===== config.mk =====
export PLATFORM = sky130hd
export DESIGN_NAME = flash_self_write
export DESIGN_NICKNAME = d
export VERILOG_FILES = /design/src/core/flash_sw_pkg.sv /design/src/core/flash_op_timer.sv /design/src/core/flash_self_write.sv
export VERILOG_INCLUDE_DIRS = /design/src /design/src/core
export SDC_FILE = /design/constraint.sdc
export NUM_CORES = 1
export LEC_CHECK = 0
export BUFFER_PORTS_ARGS = -buffer_cell sky130_fd_sc_hd__buf_4
export CAP_MARGIN = 20
export CORE_UTILIZATION = 32
export CTS_CLUSTER_SIZE = 12
export DETAILED_ROUTE_END_ITERATION = 8
export SYNTH_ARGS = -nofsm -noshare
export SYNTH_HDL_FRONTEND = slang
export SYNTH_HIERARCHICAL = 1
export SYNTH_SLANG_ARGS = --single-unit

===== constraint.sdc =====
create_clock -name pclk -period 2.6 [get_ports pclk]
set_input_delay 0.52 -clock pclk [delete_from_list [all_inputs] [get_ports pclk]]
set_output_delay 0.52 -clock pclk [all_outputs]
set_load 0.05 [all_outputs]

===== src/core/flash_sw_map.svh =====
`ifndef FLASH_SW_MAP_SVH
`define FLASH_SW_MAP_SVH

// ----------------------------------------
// register offsets
// ----------------------------------------
`define OFF_ADDR_LOW    12'h000
`define OFF_ADDR_HIGH   12'h004
`define OFF_DATA_LOW    12'h008
`define OFF_DATA_HIGH   12'h00c
`define OFF_CONTROL     12'h010
`define OFF_UNLOCK      12'h014
`define OFF_IRQ_STATUS  12'h018
`define OFF_IRQ_MASK    12'h01c

// ----------------------------------------
// control and interrupt bit positions
// ----------------------------------------
`define CTL_CFG         6
`define CTL_LATCH_ONLY  5
`define CTL_ERASE       4
`define CTL_ERR         3
`define CTL_EN          2
`define CTL_WR          1
`define CTL_RD          0
`define IRQ_DONE        0
`define IRQ_ERR         1

// ----------------------------------------
// values and timing
// ----------------------------------------
`define KEY_FIRST       8'h55
`define KEY_SECOND      8'haa
`define CFG_ID_LAST     15'h0003
`define CFG_DEV_ID      15'h0006
`define CFG_WORD_LAST   15'h0008
`define ERASED_WORD     14'h3fff
`define PCLK_PERIOD_NS  50
`define PROG_TIME_NS    2000000
`define ERASE_TIME_NS   2000000
`define SLOT_CLOCKS     4
`define FORCED_NOPS     2
`define ROW_WORDS       16
`define WORD_BITS       14

`endif


===== src/core/flash_sw_pkg.sv =====
package flash_sw_pkg;

    typedef enum logic [2:0] {
        KEY_IDLE = 3'b001,
        KEY_HALF = 3'b010,
        KEY_OPEN = 3'b100
    } key_state_t;

    typedef enum logic [3:0] {
        OP_IDLE   = 4'b0001,
        OP_NOPS   = 4'b0010,
        OP_TIMED  = 4'b0100,
        OP_FINISH = 4'b1000
    } op_state_t;

    typedef struct packed {
        logic cfg;
        logic latch_only;
        logic erase_sel;
        logic error;
        logic enable;
        logic wr;
        logic rd;
    } ctl_t;

endpackage : flash_sw_pkg


===== src/core/flash_op_timer.sv =====
`timescale 1ns/1ps
`default_nettype none

module flash_op_timer #(
    parameter int CNT_W = 32
) (
    input  wire logic             clk,
    input  wire logic             rst_n,
    input  wire logic             start,
    input  wire logic [CNT_W-1:0] load,
    output logic                  busy,
    output logic                  done
);

    logic [CNT_W-1:0] count;

    initial begin
        if (CNT_W < 2) begin
            $error("counter too narrow");
        end
    end

    // ----------------------------------------
    // self-timed countdown
    // ----------------------------------------
    always_ff @(posedge clk or negedge rst_n) begin
        if (!rst_n) begin
            count <= '0;
            busy  <= 1'b0;
            done  <= 1'b0;
        end else begin
            done <= 1'b0;
            if (start) begin
                count <= load;
                busy  <= 1'b1;
            end else if (busy) begin
                if (count <= CNT_W'(1)) begin
                    busy <= 1'b0;
                    done <= 1'b1;
                end else begin
                    count <= count - CNT_W'(1);
                end
            end
        end
    end

endmodule : flash_op_timer

`default_nettype wire


===== src/core/flash_self_write.sv =====
`timescale 1ns/1ps
`default_nettype none
`include "flash_sw_map.svh"

module flash_self_write #(
    parameter int PROG_CYCLES  = (`PROG_TIME_NS + `PCLK_PERIOD_NS - 1) / `PCLK_PERIOD_NS,
    parameter int ERASE_CYCLES = (`ERASE_TIME_NS + `PCLK_PERIOD_NS - 1) / `PCLK_PERIOD_NS
) (
    input  wire logic        pclk,
    input  wire logic        presetn,
    input  wire logic        psel,
    input  wire logic        penable,
    input  wire logic        pwrite,
    input  wire logic [11:0] paddr,
    input  wire logic [31:0] pwdata,
    output logic      [31:0] prdata,
    output logic             pready,
    output logic             pslverr,
    output logic             irq,
    output logic      [14:0] flash_addr,
    output logic             flash_cfg,
    input  wire logic [13:0] flash_rdata,
    output logic [`ROW_WORDS*`WORD_BITS-1:0] flash_row_data,
    output logic             flash_program,
    output logic             flash_erase,
    output logic             forced_nop,
    output logic             cpu_stall
);

    localparam int NOP_W = 2;

    initial begin
        if (PROG_CYCLES < 1 || ERASE_CYCLES < 1) begin
            $error("operation time must be at least one cycle");
        end
    end

    logic [7:0]                   addr_low;
    logic [6:0]                   addr_high;
    logic [7:0]                   data_low;
    logic [5:0]                   data_high;
    flash_sw_pkg::ctl_t           ctl;
    flash_sw_pkg::key_state_t     key_state;
    flash_sw_pkg::op_state_t      op_state;
    flash_sw_pkg::op_state_t      next_op_state;
    logic [1:0]                   irq_status;
    logic [1:0]                   irq_mask;
    logic [1:0]                   slot_cnt;
    logic [NOP_W-1:0]             nop_cnt;
    logic                         op_prog;
    logic [`WORD_BITS-1:0]        row [`ROW_WORDS];
    logic [7:0]                   read_val;
    logic                         hit;
    logic                         acc;
    logic                         wr_en;
    logic                         wr_attempt;
    logic                         start_ok;
    logic                         slot_tick;
    logic                         op_end;
    logic                         timer_start;
    logic                         timer_done;
    logic                         cfg_read_ok;
    logic                         cfg_write_ok;
    logic [14:0]                  word_addr;

    assign word_addr    = {addr_high, addr_low};
    assign acc          = psel & penable & pready;
    assign wr_en        = acc & pwrite;
    assign wr_attempt   = wr_en && paddr == `OFF_CONTROL && pwdata[`CTL_WR];
    assign cfg_read_ok  = word_addr <= `CFG_ID_LAST || word_addr == `CFG_DEV_ID
                          || (word_addr > `CFG_DEV_ID && word_addr <= `CFG_WORD_LAST);
    assign cfg_write_ok = !pwdata[`CTL_CFG] || word_addr <= `CFG_ID_LAST;
    assign start_ok     = wr_attempt && key_state == flash_sw_pkg::KEY_OPEN
                          && pwdata[`CTL_EN] && !ctl.wr && cfg_write_ok;
    assign slot_tick    = slot_cnt == 2'(`SLOT_CLOCKS - 1);
    assign op_end       = op_state == flash_sw_pkg::OP_FINISH;
    assign timer_start  = op_state == flash_sw_pkg::OP_NOPS
                          && next_op_state == flash_sw_pkg::OP_TIMED;

    // ----------------------------------------
    // apb read mux and slave answer
    // ----------------------------------------
    always_comb begin
        hit      = 1'b1;
        read_val = 8'h00;
        case (paddr)
            `OFF_ADDR_LOW:   read_val = addr_low;
            `OFF_ADDR_HIGH:  read_val = {1'b1, addr_high};
            `OFF_DATA_LOW:   read_val = data_low;
            `OFF_DATA_HIGH:  read_val = {2'b00, data_high};
            `OFF_CONTROL:    read_val = {1'b1, ctl};
            `OFF_UNLOCK:     read_val = 8'h00;
            `OFF_IRQ_STATUS: read_val = {6'h00, irq_status};
            `OFF_IRQ_MASK:   read_val = {6'h00, irq_mask};
            default:         hit = 1'b0;
        endcase
    end

    always_ff @(posedge pclk or negedge presetn) begin
        if (!presetn) begin
            pready  <= 1'b0;
            pslverr <= 1'b0;
            prdata  <= 32'h0000_0000;
        end else if (psel && !penable) begin
            pready  <= 1'b1;
            pslverr <= !hit;
            prdata  <= {24'h000000, read_val};
        end else begin
            pready  <= 1'b0;
            pslverr <= 1'b0;
        end
    end

    // ----------------------------------------
    // address and data registers
    // ----------------------------------------
    always_ff @(posedge pclk or negedge presetn) begin
        if (!presetn) begin
            addr_low  <= 8'h00;
            addr_high <= 7'h00;
        end else if (wr_en) begin
            if (paddr == `OFF_ADDR_LOW) begin
                addr_low <= pwdata[7:0];
            end
            if (paddr == `OFF_ADDR_HIGH) begin
                addr_high <= pwdata[6:0];
            end
        end
    end

    always_ff @(posedge pclk or negedge presetn) begin
        if (!presetn) begin
            data_low  <= 8'h00;
            data_high <= 6'h00;
        end else if (ctl.rd) begin
            if (ctl.cfg && !cfg_read_ok) begin
                data_low  <= 8'h00;
                data_high <= 6'h00;
            end else begin
                data_low  <= flash_rdata[7:0];
                data_high <= flash_rdata[13:8];
            end
        end else if (wr_en) begin
            if (paddr == `OFF_DATA_LOW) begin
                data_low <= pwdata[7:0];
            end
            if (paddr == `OFF_DATA_HIGH) begin
                data_high <= pwdata[5:0];
            end
        end
    end

    always_ff @(posedge pclk or negedge presetn) begin
        if (!presetn) begin
            flash_addr <= 15'h0000;
            flash_cfg  <= 1'b0;
        end else begin
            flash_addr <= word_addr;
            flash_cfg  <= ctl.cfg;
        end
    end

    // ----------------------------------------
    // control register
    // ----------------------------------------
    always_ff @(posedge pclk or negedge presetn) begin
        if (!presetn) begin
            ctl <= '0;
        end else begin
            ctl.rd <= 1'b0;
            if (op_end) begin
                ctl.wr    <= 1'b0;
                ctl.error <= 1'b0;
                if (ctl.erase_sel) begin
                    ctl.erase_sel <= 1'b0;
                end
            end
            if (wr_en && paddr == `OFF_CONTROL) begin
                if (!ctl.wr) begin
                    ctl.cfg        <= pwdata[`CTL_CFG];
                    ctl.latch_only <= pwdata[`CTL_LATCH_ONLY];
                    ctl.erase_sel  <= pwdata[`CTL_ERASE];
                    ctl.enable     <= pwdata[`CTL_EN];
                    ctl.error      <= pwdata[`CTL_ERR];
                    ctl.rd         <= pwdata[`CTL_RD];
                end
                if (start_ok) begin
                    ctl.wr <= 1'b1;
                end
                if (wr_attempt) begin
                    ctl.error <= 1'b1;
                end
            end
        end
    end

    // ----------------------------------------
    // unlock sequence tracker
    // ----------------------------------------
    always_ff @(posedge pclk or negedge presetn) begin
        if (!presetn) begin
            key_state <= flash_sw_pkg::KEY_IDLE;
        end else if (wr_attempt) begin
            key_state <= flash_sw_pkg::KEY_IDLE;
        end else if (wr_en && paddr == `OFF_UNLOCK) begin
            case (key_state)
                flash_sw_pkg::KEY_HALF: begin
                    key_state <= pwdata[7:0] == `KEY_SECOND ?
                                 flash_sw_pkg::KEY_OPEN : flash_sw_pkg::KEY_IDLE;
                end
                default: begin
                    key_state <= pwdata[7:0] == `KEY_FIRST ?
                                 flash_sw_pkg::KEY_HALF : flash_sw_pkg::KEY_IDLE;
                end
            endcase
        end else if (wr_en) begin
            key_state <= flash_sw_pkg::KEY_IDLE;
        end
    end

    // ----------------------------------------
    // operation sequencer
    // ----------------------------------------
    always_ff @(posedge pclk or negedge presetn) begin
        if (!presetn) begin
            slot_cnt <= 2'h0;
        end else begin
            slot_cnt <= slot_tick ? 2'h0 : slot_cnt + 2'h1;
        end
    end

    always_comb begin
        next_op_state = op_state;
        case (op_state)
            flash_sw_pkg::OP_IDLE: begin
                if (start_ok) begin
                    next_op_state = flash_sw_pkg::OP_NOPS;
                end
            end
            flash_sw_pkg::OP_NOPS: begin
                if (slot_tick && nop_cnt == NOP_W'(`FORCED_NOPS - 1)) begin
                    if (ctl.erase_sel || !ctl.latch_only) begin
                        next_op_state = flash_sw_pkg::OP_TIMED;
                    end else begin
                        next_op_state = flash_sw_pkg::OP_FINISH;
                    end
                end
            end
            flash_sw_pkg::OP_TIMED: begin
                if (timer_done) begin
                    next_op_state = flash_sw_pkg::OP_FINISH;
                end
            end
            flash_sw_pkg::OP_FINISH: next_op_state = flash_sw_pkg::OP_IDLE;
            default:                 next_op_state = flash_sw_pkg::OP_IDLE;
        endcase
    end

    always_ff @(posedge pclk or negedge presetn) begin
        if (!presetn) begin
            op_state      <= flash_sw_pkg::OP_IDLE;
            nop_cnt       <= '0;
            op_prog       <= 1'b0;
            forced_nop    <= 1'b0;
            cpu_stall     <= 1'b0;
            flash_program <= 1'b0;
            flash_erase   <= 1'b0;
        end else begin
            op_state      <= next_op_state;
            forced_nop    <= next_op_state == flash_sw_pkg::OP_NOPS;
            cpu_stall     <= next_op_state == flash_sw_pkg::OP_TIMED;
            flash_program <= timer_start && !ctl.erase_sel;
            flash_erase   <= timer_start && ctl.erase_sel;
            if (op_state == flash_sw_pkg::OP_IDLE) begin
                nop_cnt <= '0;
                op_prog <= !pwdata[`CTL_ERASE] && !pwdata[`CTL_LATCH_ONLY];
            end else if (op_state == flash_sw_pkg::OP_NOPS && slot_tick) begin
                nop_cnt <= nop_cnt + NOP_W'(1);
            end
        end
    end

    flash_op_timer #(
        .CNT_W (32)
    ) u_timer (
        .clk   (pclk),
        .rst_n (presetn),
        .start (timer_start),
        .load  (ctl.erase_sel ? 32'(ERASE_CYCLES) : 32'(PROG_CYCLES)),
        .busy  (),
        .done  (timer_done)
    );

    // ----------------------------------------
    // write latch row
    // ----------------------------------------
    for (genvar i = 0; i < `ROW_WORDS; i++) begin : g_latch
        always_ff @(posedge pclk or negedge presetn) begin
            if (!presetn) begin
                row[i] <= `ERASED_WORD;
            end else if (op_end && op_prog) begin
                row[i] <= `ERASED_WORD;
            end else if (start_ok && !pwdata[`CTL_ERASE] && addr_low[3:0] == 4'(i)) begin
                row[i] <= {data_high, data_low};
            end
        end
        assign flash_row_data[i*`WORD_BITS +: `WORD_BITS] = row[i];
    end

    // ----------------------------------------
    // interrupt status and mask
    // ----------------------------------------
    always_ff @(posedge pclk or negedge presetn) begin
        if (!presetn) begin
            irq_status <= 2'h0;
            irq_mask   <= 2'h0;
            irq        <= 1'b0;
        end else begin
            if (wr_en && paddr == `OFF_IRQ_MASK) begin
                irq_mask <= pwdata[1:0];
            end
            irq_status <= (irq_status
                           & ~((wr_en && paddr == `OFF_IRQ_STATUS) ? pwdata[1:0] : 2'h0))
                          | {wr_attempt && !start_ok, op_end};
            irq        <= |(irq_status & irq_mask);
        end
    end

    // ----------------------------------------
    // checks
    // ----------------------------------------
    property p_addr_high_msb;
        @(posedge pclk) disable iff (!presetn)
        psel && !penable && paddr == `OFF_ADDR_HIGH |=> prdata[7] && pready;
    endproperty
    a_addr_high_msb: assert property (p_addr_high_msb) else $error("high address msb not one");

    property p_ctl_msb;
        @(posedge pclk) disable iff (!presetn)
        psel && !penable && paddr == `OFF_CONTROL |=> prdata[7] && prdata[6:0] == $past(ctl);
    endproperty
    a_ctl_msb: assert property (p_ctl_msb) else $error("control read wrong");

    property p_read_pulse;
        @(posedge pclk) disable iff (!presetn)
        ctl.rd && !(ctl.cfg && !cfg_read_ok) |=> !ctl.rd && data_low == $past(flash_rdata[7:0]);
    endproperty
    a_read_pulse: assert property (p_read_pulse) else $error("read trigger misbehaved");

    property p_cfg_clear;
        @(posedge pclk) disable iff (!presetn)
        ctl.rd && ctl.cfg && !cfg_read_ok |=> data_low == 8'h00 && data_high == 6'h00;
    endproperty
    a_cfg_clear: assert property (p_cfg_clear) else $error("bad config read not cleared");

    property p_err_set;
        @(posedge pclk) disable iff (!presetn)
        wr_attempt |=> ctl.error;
    endproperty
    a_err_set: assert property (p_err_set) else $error("error flag not set");

    property p_locked;
        @(posedge pclk) disable iff (!presetn)
        wr_attempt && key_state != flash_sw_pkg::KEY_OPEN && op_state == flash_sw_pkg::OP_IDLE
        |=> op_state == flash_sw_pkg::OP_IDLE && !ctl.wr && ctl.error;
    endproperty
    a_locked: assert property (p_locked) else $error("locked trigger started");

    property p_disabled;
        @(posedge pclk) disable iff (!presetn)
        wr_attempt && !pwdata[`CTL_EN] |=> !$rose(ctl.wr);
    endproperty
    a_disabled: assert property (p_disabled) else $error("disabled trigger started");

    property p_nops;
        @(posedge pclk) disable iff (!presetn)
        $rose(forced_nop) |-> forced_nop[*5] ##[1:4] !forced_nop;
    endproperty
    a_nops: assert property (p_nops) else $error("forced no-op window wrong");

    property p_key_reset;
        @(posedge pclk) disable iff (!presetn)
        wr_attempt |=> key_state == flash_sw_pkg::KEY_IDLE;
    endproperty
    a_key_reset: assert property (p_key_reset) else $error("unlock tracker not reset");

    property p_erase_clear;
        @(posedge pclk) disable iff (!presetn)
        op_end && ctl.erase_sel |=> !ctl.erase_sel && !ctl.wr && ctl.error == $past(wr_attempt);
    endproperty
    a_erase_clear: assert property (p_erase_clear) else $error("erase select not cleared");

    property p_wr_clear;
        @(posedge pclk) disable iff (!presetn)
        op_end |=> !ctl.wr ##1 op_state == flash_sw_pkg::OP_IDLE;
    endproperty
    a_wr_clear: assert property (p_wr_clear) else $error("write trigger not cleared");

    c_program: cover property (@(posedge pclk) disable iff (!presetn) flash_program);
    c_erase:   cover property (@(posedge pclk) disable iff (!presetn) flash_erase);
    c_latch:   cover property (@(posedge pclk) disable iff (!presetn)
                               op_end && !op_prog && !ctl.erase_sel);

endmodule : flash_self_write

`default_nettype wire


==> impl_metrics.py <==
metrics = {
    "run_status": {
        "status": "finished clean",
    },
    "timing": {
        "slew_headroom": 0.605,
        "hold_viol_final": 0,
        "slew_viol_final": 0,
        "rsz0062_at_grt": "yes",
        "max_freq_mhz": 413,
        "max_slew.worst_pin.slew_ns": 0.591,
        "setup_viol": 0,
        "fin_tns_setup_ns": 0,
        "timing.final.crit_share": 0.932,
        "period_needed_ns": 2.42,
        "skew_ns": 0.0156,
    },
    "floorplanning": {
        "die_x_um": 223,
        "die_h_um": 223,
        "die_area_um2": 49500,
        "start_util": 0.325,
        "num_rows": 80,
        "coreArea_um2": 47800,
        "io_pins": 342,
    },
    "clock_network": {
        "cts_tree": "yes",
        "post_cts_buffers": 0,
        "clock_path_buffers": 3,
        "cts_made_buffers": 38,
        "cts_sinks": 341,
        "clk_pin_slew_ns": 0.06,
        "cts_root_buffer": "clkbuf_16",
        "clk-insertion-delay-late_ns": 0.55,
        "htreeDepth": 2,
    },
    "placed_design": {
        "port_buffers": 293,
        "gp_congestion": 0.860,
        "dp_hpwl_um": 32900,
        "dpl-instance-area_um2": 18900,
    },
    "synth": {
        "avgSynthCellArea_um2": 10.9,
        "synthTopCellsByArea": "dfstp_2 (38%), dfrtp_1 (18%), nor3_1 (7.8%)",
        "synthArstFlopShare": 1.00,
        "synth_cell_type_count": 83,
        "yosys_warnings": 6,
        "ys_seq_area_frac": 0.566,
        "synthTopCellsByCount": "nor3_1 (243), dfstp_2 (226), a21oi_1 (204)",
        "ys.flop_type": "dfstp_2",
        "yosysMostFrequentCell": "nor3_1",
        "synth_largest_area_cell": "dfstp_2",
        "mappedNetlistArea_um2": 15600,
        "synth.top_cell.area_share": 0.382,
        "synth-edff-count": 0,
        "ys_ff_latch": 341,
        "synth_cells": 1429,
    },
    "layout": {
        "nets": 1835,
        "layout-drive-gt1-share": 0.447,
        "multi_input_area_um2": 6100,
        "fin_area_um2": 20200,
        "fillers": 4603,
        "syn_to_final_growth_pct": 29.6,
        "seq_area_um2": 8820,
        "final_util": 0.421,
        "antenna_cells": 0,
    },
    "worst_setup_path": {
        "cp.arrival_ns": 2.85,
        "cp-start-kind": "flip-flop",
        "crit_type": "reg2reg",
        "required_ns": 3.03,
        "crit_fanout": 8,
        "cp-end-kind": "flip-flop",
    },
    "pwr": {
        "leakagePower_nw": 8.85,
        "vdd_drop_max_uv": 343,
        "cellPowerDensity_nw_per_um2": 556,
        "power_mw": 11.2,
    },
    "global_route": {
        "grt_max_degree": 70,
        "overflow": 0,
        "grt_usage": 0.193,
        "grt_pass1_wl_um": 73500,
        "grt_pass1_vias": 11900,
        "antenna_found_initial": 1,
    },
    "routing": {
        "ant_nets": 0,
        "dr.pass1.iters": 5,
        "vias_per_cell": 5.15,
        "remaining_drc_errors": 0,
        "routed_wl_um": 48700,
        "wl_per_cell_um": 20.2,
        "drt_iter0_markers": 856,
        "vias": 12400,
    },
    "min_path": {
        "min_path_type": "in2reg",
    },
    "run": {
        "cap_violations": 0,
    },
}
## repair_timing
item / in CTS / in global routing
setup endpoints to repair: 0 / 3
endpoints found under the hold margin: 45 / 0
hold buffers: 1 / 0
gates resized for setup: 0 / 2
## sequential cells by signal, indices dropped and copies added, names as in the netlist, 2 cells and up
| signal | flops |
|---|---|
| irq_status | 2 |
| prdata | 8 |
| slot_cnt | 2 |
| data_high | 6 |
| op_state | 4 |
| ctl | 7 |
| irq_mask | 2 |
| nop_cnt | 2 |
| data_low | 8 |
| flash_addr | 15 |
| key_state | 3 |
| addr_high | 7 |
| addr_low | 8 |
| u_timer/count | 32 |
| flash_row_data | 224 |
## cells in the final DEF, fill, tap and decap left out, types with 4 or more instances in the layout
cell and count:
a21oi_1 204, a21oi_2 45, a2bb2oi_1 4, a311oi_1 6, a31oi_1 9, buf_12 25, buf_4 348, clkbuf_1 8
clkbuf_16 39, clkbuf_8 11, conb_1 56, dfrtp_1 115, dfstp_2 226, ha_1 4, inv_1 18, mux2_2 25
mux2i_1 18, nand2_1 60, nand2b_1 9, nand3_1 23, nand4_1 10, nor2_1 45, nor2_2 14, nor2b_1 9
nor3_1 243, nor3_4 13, nor3b_1 6, nor4_1 10, nor4_2 4, nor4_4 7, nor4b_1 5, o21ai_0 36
o21ai_1 17, o22ai_1 4, or2_2 8, or3_1 7, or4_1 5, xnor2_1 8
## stage by stage
| stage | setup WS (ns) | hold slack (ns) | cells |
|---|---|---|---|
| 2_1_floorplan | 0.129 | 0.224 | 1483 |
| 3_5_place_dp | -0.0492 | 0.426 | 2342 |
| 6_report | 0.176 | 0.196 | 2408 |
| 3_3_place_gp | 0.00115 | 0.415 | 2342 |
| 5_1_grt | -0.0314 | 0.195 | 2408 |
| 4_1_cts | 0.163 | 0.165 | 2408 |
## worst max-delay path, stage by stage (launching register included)
cell	delay, ns
dfrtp_1	0.39
inv_1	0.06
ha_1	0.15
nand2_1	0.07
nor3b_1	0.23
or3b_2	0.18
inv_1	0.07
nor4_1	0.32
o211a_1	0.24
and4_4	0.29
buf_4	0.15
a31oi_1	0.04
o311a_1	0.14
## layout make-up
class / count / area share
tap: 615 / 0.0382
clock buffer: 58 / 0.0574
sequential: 341 / 0.437
inverter: 18 / 0.00335
multi-input combinational: 993 / 0.303
clock inverter: 7 / 0.00515
timing repair buffer: 376 / 0.156
## kinds of logic (layout without fill, tap and decap cells)
kind of cell	Yosys count	count (layout)	synth area share
buf+inv	149	459	0.0575
compound gates	366	366	0.142
other cells	2	56	0.000483
mux	44	44	0.0311
flops	341	341	0.566
simple gates	513	513	0.193
fa+ha+maj	4	4	0.00322
xor+xnor	10	10	0.00563
## report_power, final
| group | switching (mW) | total, mW | internal (mW) |
|---|---|---|---|
| clock | 2.18 | 5.44 | 3.27 |
| combinational | 0.305 | 0.411 | 0.106 |
| sequential | 0.0163 | 5.36 | 5.34 |
## worst paths after layout
check / from / to / slack, ns / cells after the start
worst min register to register: slot_cnt[0] / slot_cnt[0] / 0.43 / 1
worst max-delay path: nop_cnt[1] / u_timer/count[16] / 0.18 / 12
worst max register to register: nop_cnt[1] / u_timer/count[16] / 0.18 / 12
min in group asynchronous: presetn / prdata[3] / 0.51 / 2
worst min-delay path: flash_rdata[7] / data_low[7] / 0.20 / 3
max in group asynchronous: presetn / flash_row_data[109] / 1.23 / 3
## metal layers
metal  global-route usage  vias to the layer above  routed length [µm]
li1                     -                     5778                   -
met1                0.268                     6121               21900
met2                0.298                      416               22300
met4               0.0659                        0                1510
met5                    0                        -                   0
met3               0.0398                       88                3040
Power figures use the tool's default switching activity.
